<file path="src/hdl/cell_pkg.sv">
// package for the configurable logic cell: register map, field layouts,
// reset values, selector codes and the memory mode enumeration.
// assumes a 32-bit register port with byte offsets on an 8-bit address.
package cell_pkg;

  //////////////////////////////////////////////////////////////////////////////
  // register offsets (byte addresses, one aligned word each)
  localparam logic [7:0] CFG_OFS  = 8'h00;  // cell configuration word
  localparam logic [7:0] LUTF_OFS = 8'h04;  // first table contents
  localparam logic [7:0] LUTG_OFS = 8'h08;  // second table contents
  localparam logic [7:0] LUTH_OFS = 8'h0c;  // third table and output selects
  localparam logic [7:0] STAT_OFS = 8'h10;  // live cell state, read only

  //////////////////////////////////////////////////////////////////////////////
  // widths and reset values
  localparam int unsigned LUT4_W = 16;
  localparam int unsigned LUTH_W = 12;
  localparam logic [31:0]       CFG_RST   = 32'h0000_0000;
  localparam logic [LUT4_W-1:0] LUT4_RST  = 16'h0000;
  localparam logic [LUTH_W-1:0] LUTH_RST  = 12'h000;
  localparam logic [31:0]       RD_IDLE   = 32'h0000_0000;

  // fields of the third-table register above its eight truth-table bits
  localparam int unsigned LUTH_TBL_MSB = 7;
  localparam int unsigned H0_FROM_F    = 8;   // third-table input zero from F'
  localparam int unsigned H2_FROM_G    = 9;   // third-table input two from G'
  localparam int unsigned X_FROM_H     = 10;  // first comb output shows H'
  localparam int unsigned Y_FROM_H     = 11;  // second comb output shows H'

  // internal control roles, index into the role selector array
  localparam int unsigned ROLE_EC  = 0;  // storage clock enable
  localparam int unsigned ROLE_SR  = 1;  // set/clear, H0, or write enable
  localparam int unsigned ROLE_DIN = 2;  // direct in, H2, or data bit zero
  localparam int unsigned ROLE_H1  = 3;  // H1, or data bit one / address bit 4

  // storage element data source codes
  localparam logic [1:0] DSEL_F   = 2'h0;
  localparam logic [1:0] DSEL_G   = 2'h1;
  localparam logic [1:0] DSEL_H   = 2'h2;
  localparam logic [1:0] DSEL_DIN = 2'h3;

  // memory arrangement of the two four-input tables
  typedef enum logic [2:0] {
    MEM_LOGIC = 3'b000,  // both tables are logic
    MEM_F16   = 3'b001,  // first table 16x1, second table logic
    MEM_16X2  = 3'b010,  // two 16x1 memories, own data in and out
    MEM_32X1  = 3'b011,  // one 32x1 memory, data bit one is address bit 4
    MEM_DUAL  = 3'b100   // one 16x1 memory, one write and two read ports
  } mem_mode_t;

  // configuration word, msb first; per-element fields index 0 = X, 1 = Y
  typedef struct packed {
    logic                 gsr_inv;   // global set/reset active low
    logic                 wclk_inv;  // memory writes on the falling edge
    logic                 level;     // level-sensitive write timing
    mem_mode_t            mode;
    logic [1:0][1:0]      bsel;      // control input used by the bypass
    logic [1:0]           byp;       // registered output shows bypass
    logic [1:0]           ecu;       // clock enable connected
    logic [1:0]           cinv;      // storage element on falling edge
    logic [1:0]           sren;      // local set/clear connected
    logic [1:0]           set;       // configured state is 1
    logic [1:0][1:0]      dsel;      // storage data source
    logic [3:0][1:0]      role;      // control input feeding each role
  } cfg_t;

  // status word
  typedef struct packed {
    logic [25:0] pad;
    logic        gsr_act;
    logic        clk_lvl;
    logic        x_comb;
    logic        y_comb;
    logic [1:0]  q;
  } stat_t;

  localparam logic [25:0] STAT_PAD = 26'h0000000;

endpackage : cell_pkg

</file>
<file path="src/hdl/logic_cell.sv">
// logic cell: two four-input tables usable as memory, a third table, two
// storage elements with global and local set/clear, control role routing.
// assumes table and control inputs come from logic on CLK_SYS; the cell
// clock and global set/reset pins are asynchronous and are synchronised.

`timescale 1ns/1ps

module logic_cell
  import cell_pkg::*;
(
  input  wire logic        CLK_SYS,
  input  wire logic        RST_N,
  input  wire logic [7:0]  REG_ADDR,
  input  wire logic [31:0] REG_WDATA,
  input  wire logic        REG_WR,
  input  wire logic        REG_RD,
  output logic      [31:0] REG_RDATA,
  input  wire logic        CELL_CLK,
  input  wire logic        GLOBAL_SET_RESET,
  input  wire logic [3:0]  CELL_CONTROL_INPUTS,
  input  wire logic [3:0]  FIRST_TABLE_INPUTS,
  input  wire logic [3:0]  SECOND_TABLE_INPUTS,
  input  wire logic [3:0]  SECOND_READ_ADDRESS,
  output logic             FIRST_COMB_OUT,
  output logic             SECOND_COMB_OUT,
  output logic             FIRST_REGISTERED_OUT,
  output logic             SECOND_REGISTERED_OUT
);

  //////////////////////////////////////////////////////////////////////////////
  // helpers

  function automatic logic lut4(input logic [LUT4_W-1:0] tbl, input logic [3:0] idx);
    return tbl[idx];
  endfunction : lut4

  function automatic logic pick_edge(input logic rise, input logic fall, input logic inv);
    return inv ? fall : rise;
  endfunction : pick_edge

  function automatic logic at(input logic [7:0] addr, input logic [7:0] ofs);
    return addr == ofs;
  endfunction : at

  //////////////////////////////////////////////////////////////////////////////
  // state

  cfg_t              cfg;
  logic [LUT4_W-1:0] lut_f;
  logic [LUT4_W-1:0] lut_g;
  logic [LUTH_W-1:0] lut_h;
  logic [2:0]        clk_sync;
  logic [2:0]        gsr_sync;
  logic              clk_lvl;
  logic              gsr_lvl;
  logic              reconfig;
  logic [1:0]        q;

  //////////////////////////////////////////////////////////////////////////////
  // pin synchronisers: a change counts once the second and third stages agree

  always_ff @(posedge CLK_SYS or negedge RST_N) begin
    if (!RST_N) begin
      clk_sync <= 3'h0;
      gsr_sync <= 3'h0;
    end else begin
      clk_sync <= {clk_sync[1:0], CELL_CLK};
      gsr_sync <= {gsr_sync[1:0], GLOBAL_SET_RESET};
    end
  end

  // filtered levels; a glitch seen by only one stage never counts
  always_ff @(posedge CLK_SYS or negedge RST_N) begin
    if (!RST_N) begin
      clk_lvl <= 1'b0;
      gsr_lvl <= 1'b0;
    end else begin
      if (clk_sync[1] == clk_sync[2]) clk_lvl <= clk_sync[2];
      if (gsr_sync[1] == gsr_sync[2]) gsr_lvl <= gsr_sync[2];
    end
  end

  wire clk_agree = (clk_sync[1] == clk_sync[2]);
  wire clk_rise  = clk_agree & clk_sync[2] & ~clk_lvl;
  wire clk_fall  = clk_agree & ~clk_sync[2] & clk_lvl;
  wire gsr_act   = gsr_lvl ^ cfg.gsr_inv;

  //////////////////////////////////////////////////////////////////////////////
  // register port decode

  wire sel_cfg  = at(REG_ADDR, CFG_OFS);
  wire sel_lutf = at(REG_ADDR, LUTF_OFS);
  wire sel_lutg = at(REG_ADDR, LUTG_OFS);
  wire sel_luth = at(REG_ADDR, LUTH_OFS);
  wire sel_stat = at(REG_ADDR, STAT_OFS);
  wire cfg_wr   = REG_WR & sel_cfg;
  wire bus_wf   = REG_WR & sel_lutf;
  wire bus_wg   = REG_WR & sel_lutg;

  //////////////////////////////////////////////////////////////////////////////
  // control role routing

  logic [3:0] role_val;
  genvar k;
  generate
    for (k = 0; k < 4; k++) begin : g_role
      assign role_val[k] = CELL_CONTROL_INPUTS[cfg.role[k]];
    end
  endgenerate

  // the same wires, all but ec, take memory meanings once a table is memory
  wire mem_on   = (cfg.mode == MEM_F16) | (cfg.mode == MEM_16X2) |
                  (cfg.mode == MEM_32X1) | (cfg.mode == MEM_DUAL);
  wire ec       = role_val[ROLE_EC];
  wire sr_h0    = role_val[ROLE_SR];
  wire din_h2   = role_val[ROLE_DIN];
  wire h1       = role_val[ROLE_H1];
  wire we       = mem_on & sr_h0;
  wire d0       = din_h2;
  wire d1       = h1;

  //////////////////////////////////////////////////////////////////////////////
  // memory write control
  // one timing bit serves the whole cell, so the two tables cannot disagree

  wire is_32    = (cfg.mode == MEM_32X1);
  wire is_16x2  = (cfg.mode == MEM_16X2);
  wire is_dual  = (cfg.mode == MEM_DUAL);
  wire lvl_mode = cfg.level & ~is_dual;
  wire wclk_edge = pick_edge(clk_rise, clk_fall, cfg.wclk_inv);
  wire wr_strobe = we & (lvl_mode | wclk_edge);
  wire wr_f     = wr_strobe & ((cfg.mode == MEM_F16) | is_16x2 | is_dual | (is_32 & ~d1));
  wire wr_g     = wr_strobe & (is_16x2 | is_dual | (is_32 & d1));
  wire data_g   = is_16x2 ? d1 : d0;

  // addresses: 32x1 shares the first address, dual port writes by it too
  wire [3:0] fa     = FIRST_TABLE_INPUTS;
  wire [3:0] ga     = is_32 ? fa : SECOND_TABLE_INPUTS;
  wire [3:0] g_wadr = is_dual ? fa : ga;
  wire [3:0] g_radr = is_dual ? SECOND_READ_ADDRESS : ga;

  // table storage; a bus load wins over a user write in the same cycle
  always_ff @(posedge CLK_SYS or negedge RST_N) begin
    if (!RST_N) begin
      lut_f <= LUT4_RST;
      lut_g <= LUT4_RST;
    end else begin
      if (bus_wf) lut_f <= REG_WDATA[LUT4_W-1:0];
      else if (wr_f) lut_f[fa] <= d0;
      if (bus_wg) lut_g <= REG_WDATA[LUT4_W-1:0];
      else if (wr_g) lut_g[g_wadr] <= data_g;
    end
  end

  //////////////////////////////////////////////////////////////////////////////
  // reads: plain table lookup; 32x1 takes F' from the second table when data bit one is high, dual port reads G' at SECOND_READ_ADDRESS

  wire f_raw   = lut4(lut_f, fa);
  wire g_prime = lut4(lut_g, g_radr);
  wire f_prime = (is_32 & d1) ? lut4(lut_g, fa) : f_raw;

  // third table: in memory modes it sees F', G' and data bit one
  wire h0_in   = (mem_on | lut_h[H0_FROM_F]) ? f_prime : sr_h0;
  wire h2_in   = (mem_on | lut_h[H2_FROM_G]) ? g_prime : din_h2;
  wire [2:0] h_idx = {h2_in, h1, h0_in};
  wire h_prime = lut_h[h_idx];

  // comb outputs carry memory data straight out, no flop on the path
  assign FIRST_COMB_OUT  = lut_h[X_FROM_H] ? h_prime : f_prime;
  assign SECOND_COMB_OUT = lut_h[Y_FROM_H] ? h_prime : g_prime;

  //////////////////////////////////////////////////////////////////////////////
  // reconfiguration pulse: forcing waits a cycle so the new set bits apply

  always_ff @(posedge CLK_SYS or negedge RST_N) begin
    if (!RST_N) reconfig <= 1'b0;
    else        reconfig <= cfg_wr;
  end

  //////////////////////////////////////////////////////////////////////////////
  // storage elements

  logic [1:0] d_val;
  logic [1:0] frc;
  logic [1:0] ce;
  logic [1:0] load;
  logic [1:0] next_q;
  logic [1:0] reg_out;
  genvar i;
  generate
    for (i = 0; i < 2; i++) begin : g_store
      // set/clear line is the write enable in memory modes, so it is ignored there
      wire lsr  = cfg.sren[i] & ~mem_on & sr_h0;
      wire edg  = pick_edge(clk_rise, clk_fall, cfg.cinv[i]);
      assign ce[i]    = ~cfg.ecu[i] | ec;
      assign frc[i]   = gsr_act | reconfig | lsr;
      assign load[i]  = ~frc[i] & edg & ce[i];
      assign d_val[i] = (cfg.dsel[i] == DSEL_F) ? f_prime :
                        (cfg.dsel[i] == DSEL_G) ? g_prime :
                        (cfg.dsel[i] == DSEL_H) ? h_prime : din_h2;
      assign next_q[i] = frc[i] ? cfg.set[i] : load[i] ? d_val[i] : q[i];
      assign reg_out[i] = cfg.byp[i] ? CELL_CONTROL_INPUTS[cfg.bsel[i]] : q[i];
    end
  endgenerate

  // reset value 0 equals the clear state of the reset configuration
  always_ff @(posedge CLK_SYS or negedge RST_N) begin
    if (!RST_N) q <= 2'h0;
    else        q <= next_q;
  end

  assign FIRST_REGISTERED_OUT  = reg_out[0];
  assign SECOND_REGISTERED_OUT = reg_out[1];

  //////////////////////////////////////////////////////////////////////////////
  // configuration registers

  always_ff @(posedge CLK_SYS or negedge RST_N) begin
    if (!RST_N) begin
      cfg   <= cfg_t'(CFG_RST);
      lut_h <= LUTH_RST;
    end else begin
      if (cfg_wr) cfg <= cfg_t'(REG_WDATA);
      if (REG_WR && sel_luth) lut_h <= REG_WDATA[LUTH_W-1:0];
    end
  end

  //////////////////////////////////////////////////////////////////////////////
  // read data: stands only in the cycle after the strobe, else zero

  stat_t stat;
  assign stat = '{pad: STAT_PAD, gsr_act: gsr_act, clk_lvl: clk_lvl,
                  x_comb: FIRST_COMB_OUT, y_comb: SECOND_COMB_OUT, q: q};

  logic [31:0] rd_mux;
  assign rd_mux = sel_cfg  ? 32'(cfg) :
                  sel_lutf ? 32'(lut_f) :
                  sel_lutg ? 32'(lut_g) :
                  sel_luth ? 32'(lut_h) :
                  sel_stat ? 32'(stat) : RD_IDLE;

  always_ff @(posedge CLK_SYS or negedge RST_N) begin
    if (!RST_N) REG_RDATA <= RD_IDLE;
    else        REG_RDATA <= REG_RD ? rd_mux : RD_IDLE;
  end
endmodule : logic_cell

</file>
<file path="config.mk">
export PLATFORM = sky130hd
export DESIGN_NAME = logic_cell
export DESIGN_NICKNAME = d
export VERILOG_FILES = /design/src/hdl/cell_pkg.sv /design/src/hdl/logic_cell.sv
export SDC_FILE = /design/constraint.sdc
export NUM_CORES = 1
export LEC_CHECK = 0
export BUFFER_PORTS_ARGS = -buffer_cell sky130_fd_sc_hd__buf_2
export CAP_MARGIN = 20
export CORE_MARGIN = 2
export CORE_UTILIZATION = 50
export CTS_BUF_LIST = sky130_fd_sc_hd__clkbuf_8
export CTS_CLUSTER_DIAMETER = 40
export DETAILED_ROUTE_END_ITERATION = 12
export GPL_TIMING_DRIVEN = 0
export PLACE_DENSITY = 0.72
export SLEW_MARGIN = 5
export SYNTH_ARGS = -nofsm -noshare
export SYNTH_HDL_FRONTEND = slang
export SYNTH_SLANG_ARGS = --single-unit
</file>
<file path="constraint.sdc">
create_clock -name CLK_SYS -period 3.8 [get_ports CLK_SYS]
set_input_delay 0.19 -clock CLK_SYS [delete_from_list [all_inputs] [get_ports CLK_SYS]]
set_output_delay 0.19 -clock CLK_SYS [all_outputs]
set_load 0.05 [all_outputs]
</file>
== Word-level counts from Yosys, hierarchy flattened ==
Index checks and enable logic that the tools add are counted.

* Flip-flop bits (word level): 119
* Input port bits: 62
* Output and inout bits: 36
* Logic and storage cells: 171

* Order comparisons: 12
* Equal/unequal tests: 14
* Multiplexer cells: 60
* Bitwise operators: 47
* Reductions and logical operators: 10

{| class="wikitable"
|+ Operators by type and width
! cell !! number
|-
| two-way mux 16 bit || 6
|-
| two-way mux 32 bit || 2
|-
| two-way mux 1 bit || 33
|-
| bitwise mux 16 bit || 2
|-
| bitwise AND 1 bit || 22
|-
| less-than comparator 2 x 3 -> 1 bit, second input constant || 6
|-
| equality test 8 x 4 -> 1 bit, second input constant || 2
|-
| less-than comparator 4 x 5 -> 1 bit, second input constant || 3
|-
| bitwise OR 1 bit || 15
|-
| binary-select mux 1 bit (select 2 bit) || 6
|-
| binary-select mux 1 bit (select 4 bit) || 3
|-
| two-way mux 12 bit || 1
|-
| two-way mux 4 bit || 3
|-
| inverter 1 bit || 9
|-
| demux 1 bit (select 4 bit) || 2
|-
| equality test 8 x 3 -> 1 bit, second input constant || 1
|-
| equality test 8 x 5 -> 1 bit, second input constant || 1
|-
| >= comparator 4 x 1 -> 1 bit, second input constant || 2
|-
| logical NOT 8 bit || 1
|-
| nonzero test 2 bit || 4
|-
| equality test 3 x 2 -> 1 bit, second input constant || 2
|-
| two-way mux 6 bit || 1
|-
| less-than comparator 3 x 5 -> 1 bit, second input constant || 1
|-
| equality test 2 x 1 -> 1 bit, second input constant || 2
|-
| other kinds (8) || 13
|}

== Logic depth before layout (Yosys ltp) ==
* Depth in word-level cells: 15
* Depth in mapped cells: 11
* Depth with buffers taken out: 11

== Least setup slack after synthesis ==
No wires, ideal clock.

* Path type: reg2reg
* Start: reg cfg[27] in the netlist's numbering
* End: reg REG_RDATA[3]
* Library setup time: 0.121 ns
* Arrival: 2.852 ns
* Required time: 3.679 ns
* Slack: 0.827 ns
* Stages on the path, launching flop included: 10
* Path buffers: 1
* Clock period less this slack: 2.973 ns
* Cells stage by stage: dfrtp_1 > or3b_1 > buf_2 > o221a_1 > mux2i_1 > a22o_1 > a211o_2 > o21ai_0 > nand3_1 > a31o_1

* Cells in the longest elaborated chain, start to end: 15
* Elaborated cells on any way between the ends: 26
* Classes of those cells: 4 x eq/ne; 16 x mux; 6 x bitwise

{| class="wikitable"
|+ Ends and longest elaborated chain
! what !! RTL line !! text
|-
| start: declaration || logic_cell.sv:48 || <nowiki>cfg_t cfg;</nowiki>
|-
| start signal: assignment || logic_cell.sv:220 || <nowiki>cfg <= cfg_t'(CFG_RST);</nowiki>
|-
| start signal: assignment || logic_cell.sv:223 || <nowiki>if (cfg_wr) cfg <= cfg_t'(REG_WDATA);</nowiki>
|-
| equality test 3 x 2 -> 1 bit, or another cell as far along || logic_cell.sv:113, logic_cell.sv:126 ||
|-
| two-way mux 4 bit or bitwise OR 1 bit (tied branches) || logic_cell.sv:138, logic_cell.sv:112 ||
|-
| two-way mux 4 bit or bitwise OR 1 bit (tied branches) || logic_cell.sv:140, logic_cell.sv:112 ||
|-
| binary-select mux 1 bit (select 4 bit) or bitwise OR 1 bit (tied branches) || logic_cell.sv:34, logic_cell.sv:113 ||
|-
| two-way mux 1 bit (implied by the code), or another cell as far along || logic_cell.sv:34 || <nowiki>return tbl[idx];</nowiki>
|-
| two-way mux 1 bit (on tied branches) || logic_cell.sv:164, logic_cell.sv:163 ||
|-
| binary-select mux 1 bit (select 3 bit) || logic_cell.sv:166 || <nowiki>wire h_prime = lut_h[h_idx];</nowiki>
|-
| two-way mux 1 bit (implied by the code) || logic_cell.sv:166 ||
|-
| two-way mux 1 bit * || logic_cell.sv:169 || <nowiki>assign FIRST_COMB_OUT = lut_h[X_FROM_H] ? h_prime : f_prime;</nowiki>
|-
| named net FIRST_COMB_OUT || logic_cell.sv:24 || <nowiki>output logic FIRST_COMB_OUT,</nowiki>
|-
| two-way mux 6 bit * || logic_cell.sv:240 || <nowiki>sel_stat ? 32'(stat) : RD_IDLE;</nowiki>
|-
| two-way mux 12 bit * || logic_cell.sv:239 || <nowiki>sel_luth ? 32'(lut_h) :</nowiki>
|-
| two-way mux 16 bit * || logic_cell.sv:238 || <nowiki>sel_lutg ? 32'(lut_g) :</nowiki>
|-
| two-way mux 16 bit * || logic_cell.sv:237 || <nowiki>sel_lutf ? 32'(lut_f) :</nowiki>
|-
| two-way mux 32 bit * || logic_cell.sv:236 || <nowiki>assign rd_mux = sel_cfg ? 32'(cfg) :</nowiki>
|-
| two-way mux 32 bit * || logic_cell.sv:244 || <nowiki>else REG_RDATA <= REG_RD ? rd_mux : RD_IDLE;</nowiki>
|-
| end signal: assignment || logic_cell.sv:244 ||
|-
| end: declaration || logic_cell.sv:17 || <nowiki>output logic [31:0] REG_RDATA,</nowiki>
|}

Mark *: on every way through the listed nets, which the timed path passes. The rest lies on a longest branch. The select of a mux whose other input is x is not followed.
A chain may end at the register's enable or synchronous reset.

== Worst setup path in the final report ==
* Start: reg cfg[28] in the netlist's numbering
* End: out SECOND_COMB_OUT

* Cells in the longest elaborated chain, start to end: 9
* Elaborated cells on any way between the ends: 20
* Classes of those cells: 4 x eq/ne; 10 x mux; 6 x bitwise

{| class="wikitable"
|+ Ends and longest elaborated chain
! what !! RTL line !! text
|-
| equality test 3 x 2 -> 1 bit, or another cell as far along || logic_cell.sv:113, logic_cell.sv:126 ||
|-
| two-way mux 4 bit or bitwise OR 1 bit (tied branches) || logic_cell.sv:138, logic_cell.sv:112 ||
|-
| two-way mux 4 bit or bitwise OR 1 bit (tied branches) || logic_cell.sv:140, logic_cell.sv:112 ||
|-
| binary-select mux 1 bit (select 4 bit) or bitwise OR 1 bit (tied branches) || logic_cell.sv:34, logic_cell.sv:113 ||
|-
| two-way mux 1 bit (implied by the code), or another cell as far along || logic_cell.sv:34 ||
|-
| two-way mux 1 bit (on tied branches) || logic_cell.sv:164, logic_cell.sv:163 ||
|-
| binary-select mux 1 bit (select 3 bit) || logic_cell.sv:166 ||
|-
| two-way mux 1 bit (implied by the code) || logic_cell.sv:166 ||
|-
| two-way mux 1 bit * || logic_cell.sv:170 || <nowiki>assign SECOND_COMB_OUT = lut_h[Y_FROM_H] ? h_prime : g_prime;</nowiki>
|-
| end: declaration || logic_cell.sv:25 || <nowiki>output logic SECOND_COMB_OUT,</nowiki>
|}

Mark *: on every way between the ends. The rest lies on a longest branch, timed or not. The select of a mux whose other input is x is not followed.

==> results <==
- The worst pin sits at a relative slew slack of 0.3493.
- Summed over all layers, the global routing overflow is 0.
- For this run, the slowest stage of the critical path takes between 500 and 600 ps.
- The initial antenna violation count is 0.
- In this run the worst hold path is classified as primary input to register.
- Among all stages on the critical path, the largest delay is contributed by or4_1.
- The worst-case clock buffer depth is 2.
- The initial utilization of the core area, before any placement, comes to 0.5136.
- The critical hold path startpoint is REG_WDATA[15].
- Leaving out fill and tap cells, the most frequent cells in the layout are 119 x dfrtp_1, 99 x buf_2, 52 x nand2_1.
- Setup violations remaining at the end of the flow were counted as 0.
- The most common library cell in the layout ignoring fill and taps is dfrtp_1.
- The final wirelength is approximately 21000 µm.
- Counting every instance in the synthesized netlist gives 620.
- In this run the critical register-to-register path is launched from cfg[28].
- The pre-antenna-repair detailed-routing pass consisted of 5 iterations.
- The number of violations of the max-capacitance limit is 0.
- The total chip power is 3.175 mW.
- The fraction of the core area covered by cells at the end of the flow is 0.6258.
- The die covers about 14000 µm².
- The total number of H-tree levels is 4.
- The standard-cell row count is 41.
- The total standard cell area after synthesis is 6481 µm².
- Counting flops and latches in the post-synthesis netlist gives 119.
- The power density normalized to cell area is between 400 and 500 nW/µm².
- Setup slack on the critical path of the routed design comes to 174.5 ps.
- The critical path goes through nand3b_2, a32oi_4, nand2_1, or4_1, a31oi_2, a211oi_2, a2111oi_2, or3_4, clkbuf_4.
- The startpoint-to-endpoint class of the critical path is register to output pin.
- From left edge to right edge, the die measures 117.9 µm.
- The number of global-route vias before repair was 5697.
- In the final routed layout, each cell accounts on average for 22.76 µm.
- The number of I/O pins is 98.
- During placement, the flow inserted port buffers numbering 95.
- The launching element type of the critical path is a register.
- The run finished with clean final reports.
- The first-pass GRT wire length is ~33000 µm.
- Of the cells placed in the final design, the portion with a size suffix greater than 1 is 0.2842.
- 0 antenna diodes ended up in the layout.
- The post-synthesis net count is 684.
- The clock tree from TritonCTS is built.
- The worst endpoint data arrival time is approximately 3400 ps.
- In this run, CTS created clock tree buffers numbering 17.
- The final route contains 5966 vias.
- The clock period could shrink to 3625 ps.
- The clock skew after layout is 15.19 ps.
- The worst register-to-register path ends at REG_RDATA[2].
- STA puts the critical path data required time at 3610 ps.
- Yosys mapped the design onto 65 distinct sky130hd cell types.
- A synthesized cell averages 10.45 µm².
- Yosys mapped a number of flops with a built-in enable equal to 0.
- The type of destination of the critical path is an output pin.
- Across every metal layer, demand over resource in global routing totals 0.3158.
- The worst hold path passes through 2 cells.
- The root buffer cell chosen for the clock tree is clkbuf_8.
- After legalization and detailed placement, the total HPWL measured ~16000 µm.
- For flop-to-flop paths, the worst setup slack is 740 ps.
- The number of nets with antenna violations after detailed routing is 0.
- Timing would allow up to 275.8 MHz.
- In the routed design, unresolved DRC markers number 0.
- The placeable core region is 12620 µm².
- The worst path buffer plus inverter count is 1.
- The worst-skew pair later-pin latency is 470 ps.
- After synthesis, the share of flip-flops with an asynchronous set or reset is 1.000.
- The via-per-instance ratio is 6.354.
- For hold timing, the worst endpoint is lut_g[15].
- The worst hold slack across all endpoints is 53.47 ps.
- The most used flip-flop cell after synthesis is dfrtp_1.
- Along the worst path, the maximum fanout reaches 7.
- The net total in the final layout is around 820.
- The final clock period utilization by the worst path is 0.9541.
- The die is 117.9 µm tall.
- After clock tree synthesis, the clock-pin slew on the worst setup and hold paths is 80 ps.
- The cell leakage power is around 3.7 nW.
- The total of warnings raised by yosys is 0.
- The DRC violation total after the first TritonRoute iteration is 594.
- The clock net sink count is 119.
- Of the synthesized area, sequential elements account for 0.4595.
- The measured slew at the worst slew-check pin is 968.5 ps.
- The setup TNS is 0 ps.
- The hold violation total from the final report is 0.
- In this design, the largest share of critical-path delay is due to simple AND/OR/NAND/NOR gates.
- The congestion estimate from routability-driven global placement came to about 1.
- Entering global routing, the biggest net connects 72 pins.
- Prior to clock tree synthesis, the placed netlist has a worst setup slack of 536.6 ps.
- Relative to the synthesized area, the layout overhead comes to 21.85%.
- The number of pins with negative max-slew slack in the final report came to 0.
- IR analysis of the VDD net gives a maximum drop of 0.2649 mV.
- Measured in cells, the most critical reg-to-reg path has a length of 9.
worst max path at each step:
stage             from  slack (ps)              end  cells past startpoint
6_report       cfg[28]         170  SECOND_COMB_OUT                      9
5_1_grt        cfg[27]         -30  SECOND_COMB_OUT                      9
4_1_cts        cfg[28]          10  SECOND_COMB_OUT                      9
3_5_place_dp   cfg[28]         540  SECOND_COMB_OUT                      9
3_3_place_gp   cfg[27]         620  SECOND_COMB_OUT                      8
2_1_floorplan  cfg[27]         830     REG_RDATA[3]                      9
state kept, by name, summed over array words and instances, names as in the netlist:
register,cells
q,2
clk_sync,3
gsr_sync,3
cfg,32
clk_lvl,1
lut_f,16
reconfig,1
lut_h,12
lut_g,16
REG_RDATA,32
gsr_lvl,1
cell usage after synthesis (all sizes together), types with 10 or more instances:
library cell  count  share of area
a21oi            49          0.040
a221o            14          0.022
a22oi            10          0.012
and3             19          0.018
clkbuf           30          0.017
dfrtp           119           0.46
inv              12         0.0069
mux2             50          0.087
mux2i            27          0.042
mux4             12          0.042
nand2            52          0.030
nand3            14          0.011
nor2             47          0.027
o21ai            24          0.019
through the flow:
step | area (µm²) | cells
global placement | 7172 | 887
CTS | 7834 | 939
global route | 7898 | 939
finish | 7898 | 939
floorplan | 6481 | 620
detailed placement | 7206 | 888
report_power, final:
group / internal (mW) / total [mW] / switching (mW)
clock: 0.711 / 1.28 / 0.569
combinational: 0.198 / 0.494 / 0.296
sequential: 1.33 / 1.40 / 0.0744
per-layer routing:
layer / vias up / track usage / wire length (µm)
met4: 0 / 0.1295 / 664
met2: 310 / 0.4840 / 9788
li1: 2623 / - / -
met1: 2976 / 0.4257 / 8975
met3: 57 / 0.08672 / 1943
met5: - / 0 / 0
area by class of cell:
type	instances	area, µm²
Buffer	38	158.9
Clock buffer	20	275.3
Clock inverter	12	162.7
Fill cell	1085	4722
Inverter	12	45.04
Multi-Input combinational cell	451	3361
Sequential cell	119	2978
Tap cell	172	215.2
Timing Repair Buffer	115	701.9
cells by family (layout without fill, tap and decap cells):
group,after synthesis,count (layout),synth area share
and+or+nand+nor,198,198,0.1558
DFF,119,119,0.4595
buffers and inverters,50,197,0.03127
AOI/OAI and AO/OA,159,159,0.1751
adders and majority gates,3,3,0.005405
xor gates and xnor gates,2,2,0.002703
muxes,89,89,0.1703
what timing repair did:
action                     in CTS  in global routing
hold endpoints to repair       66                  0
gates resized for setup         0                 14
buffers inserted                0                  0
hold buffers                   19                  0
setup endpoints to repair       0                  1
No activity file was read; power rests on OpenSTA's default activity.
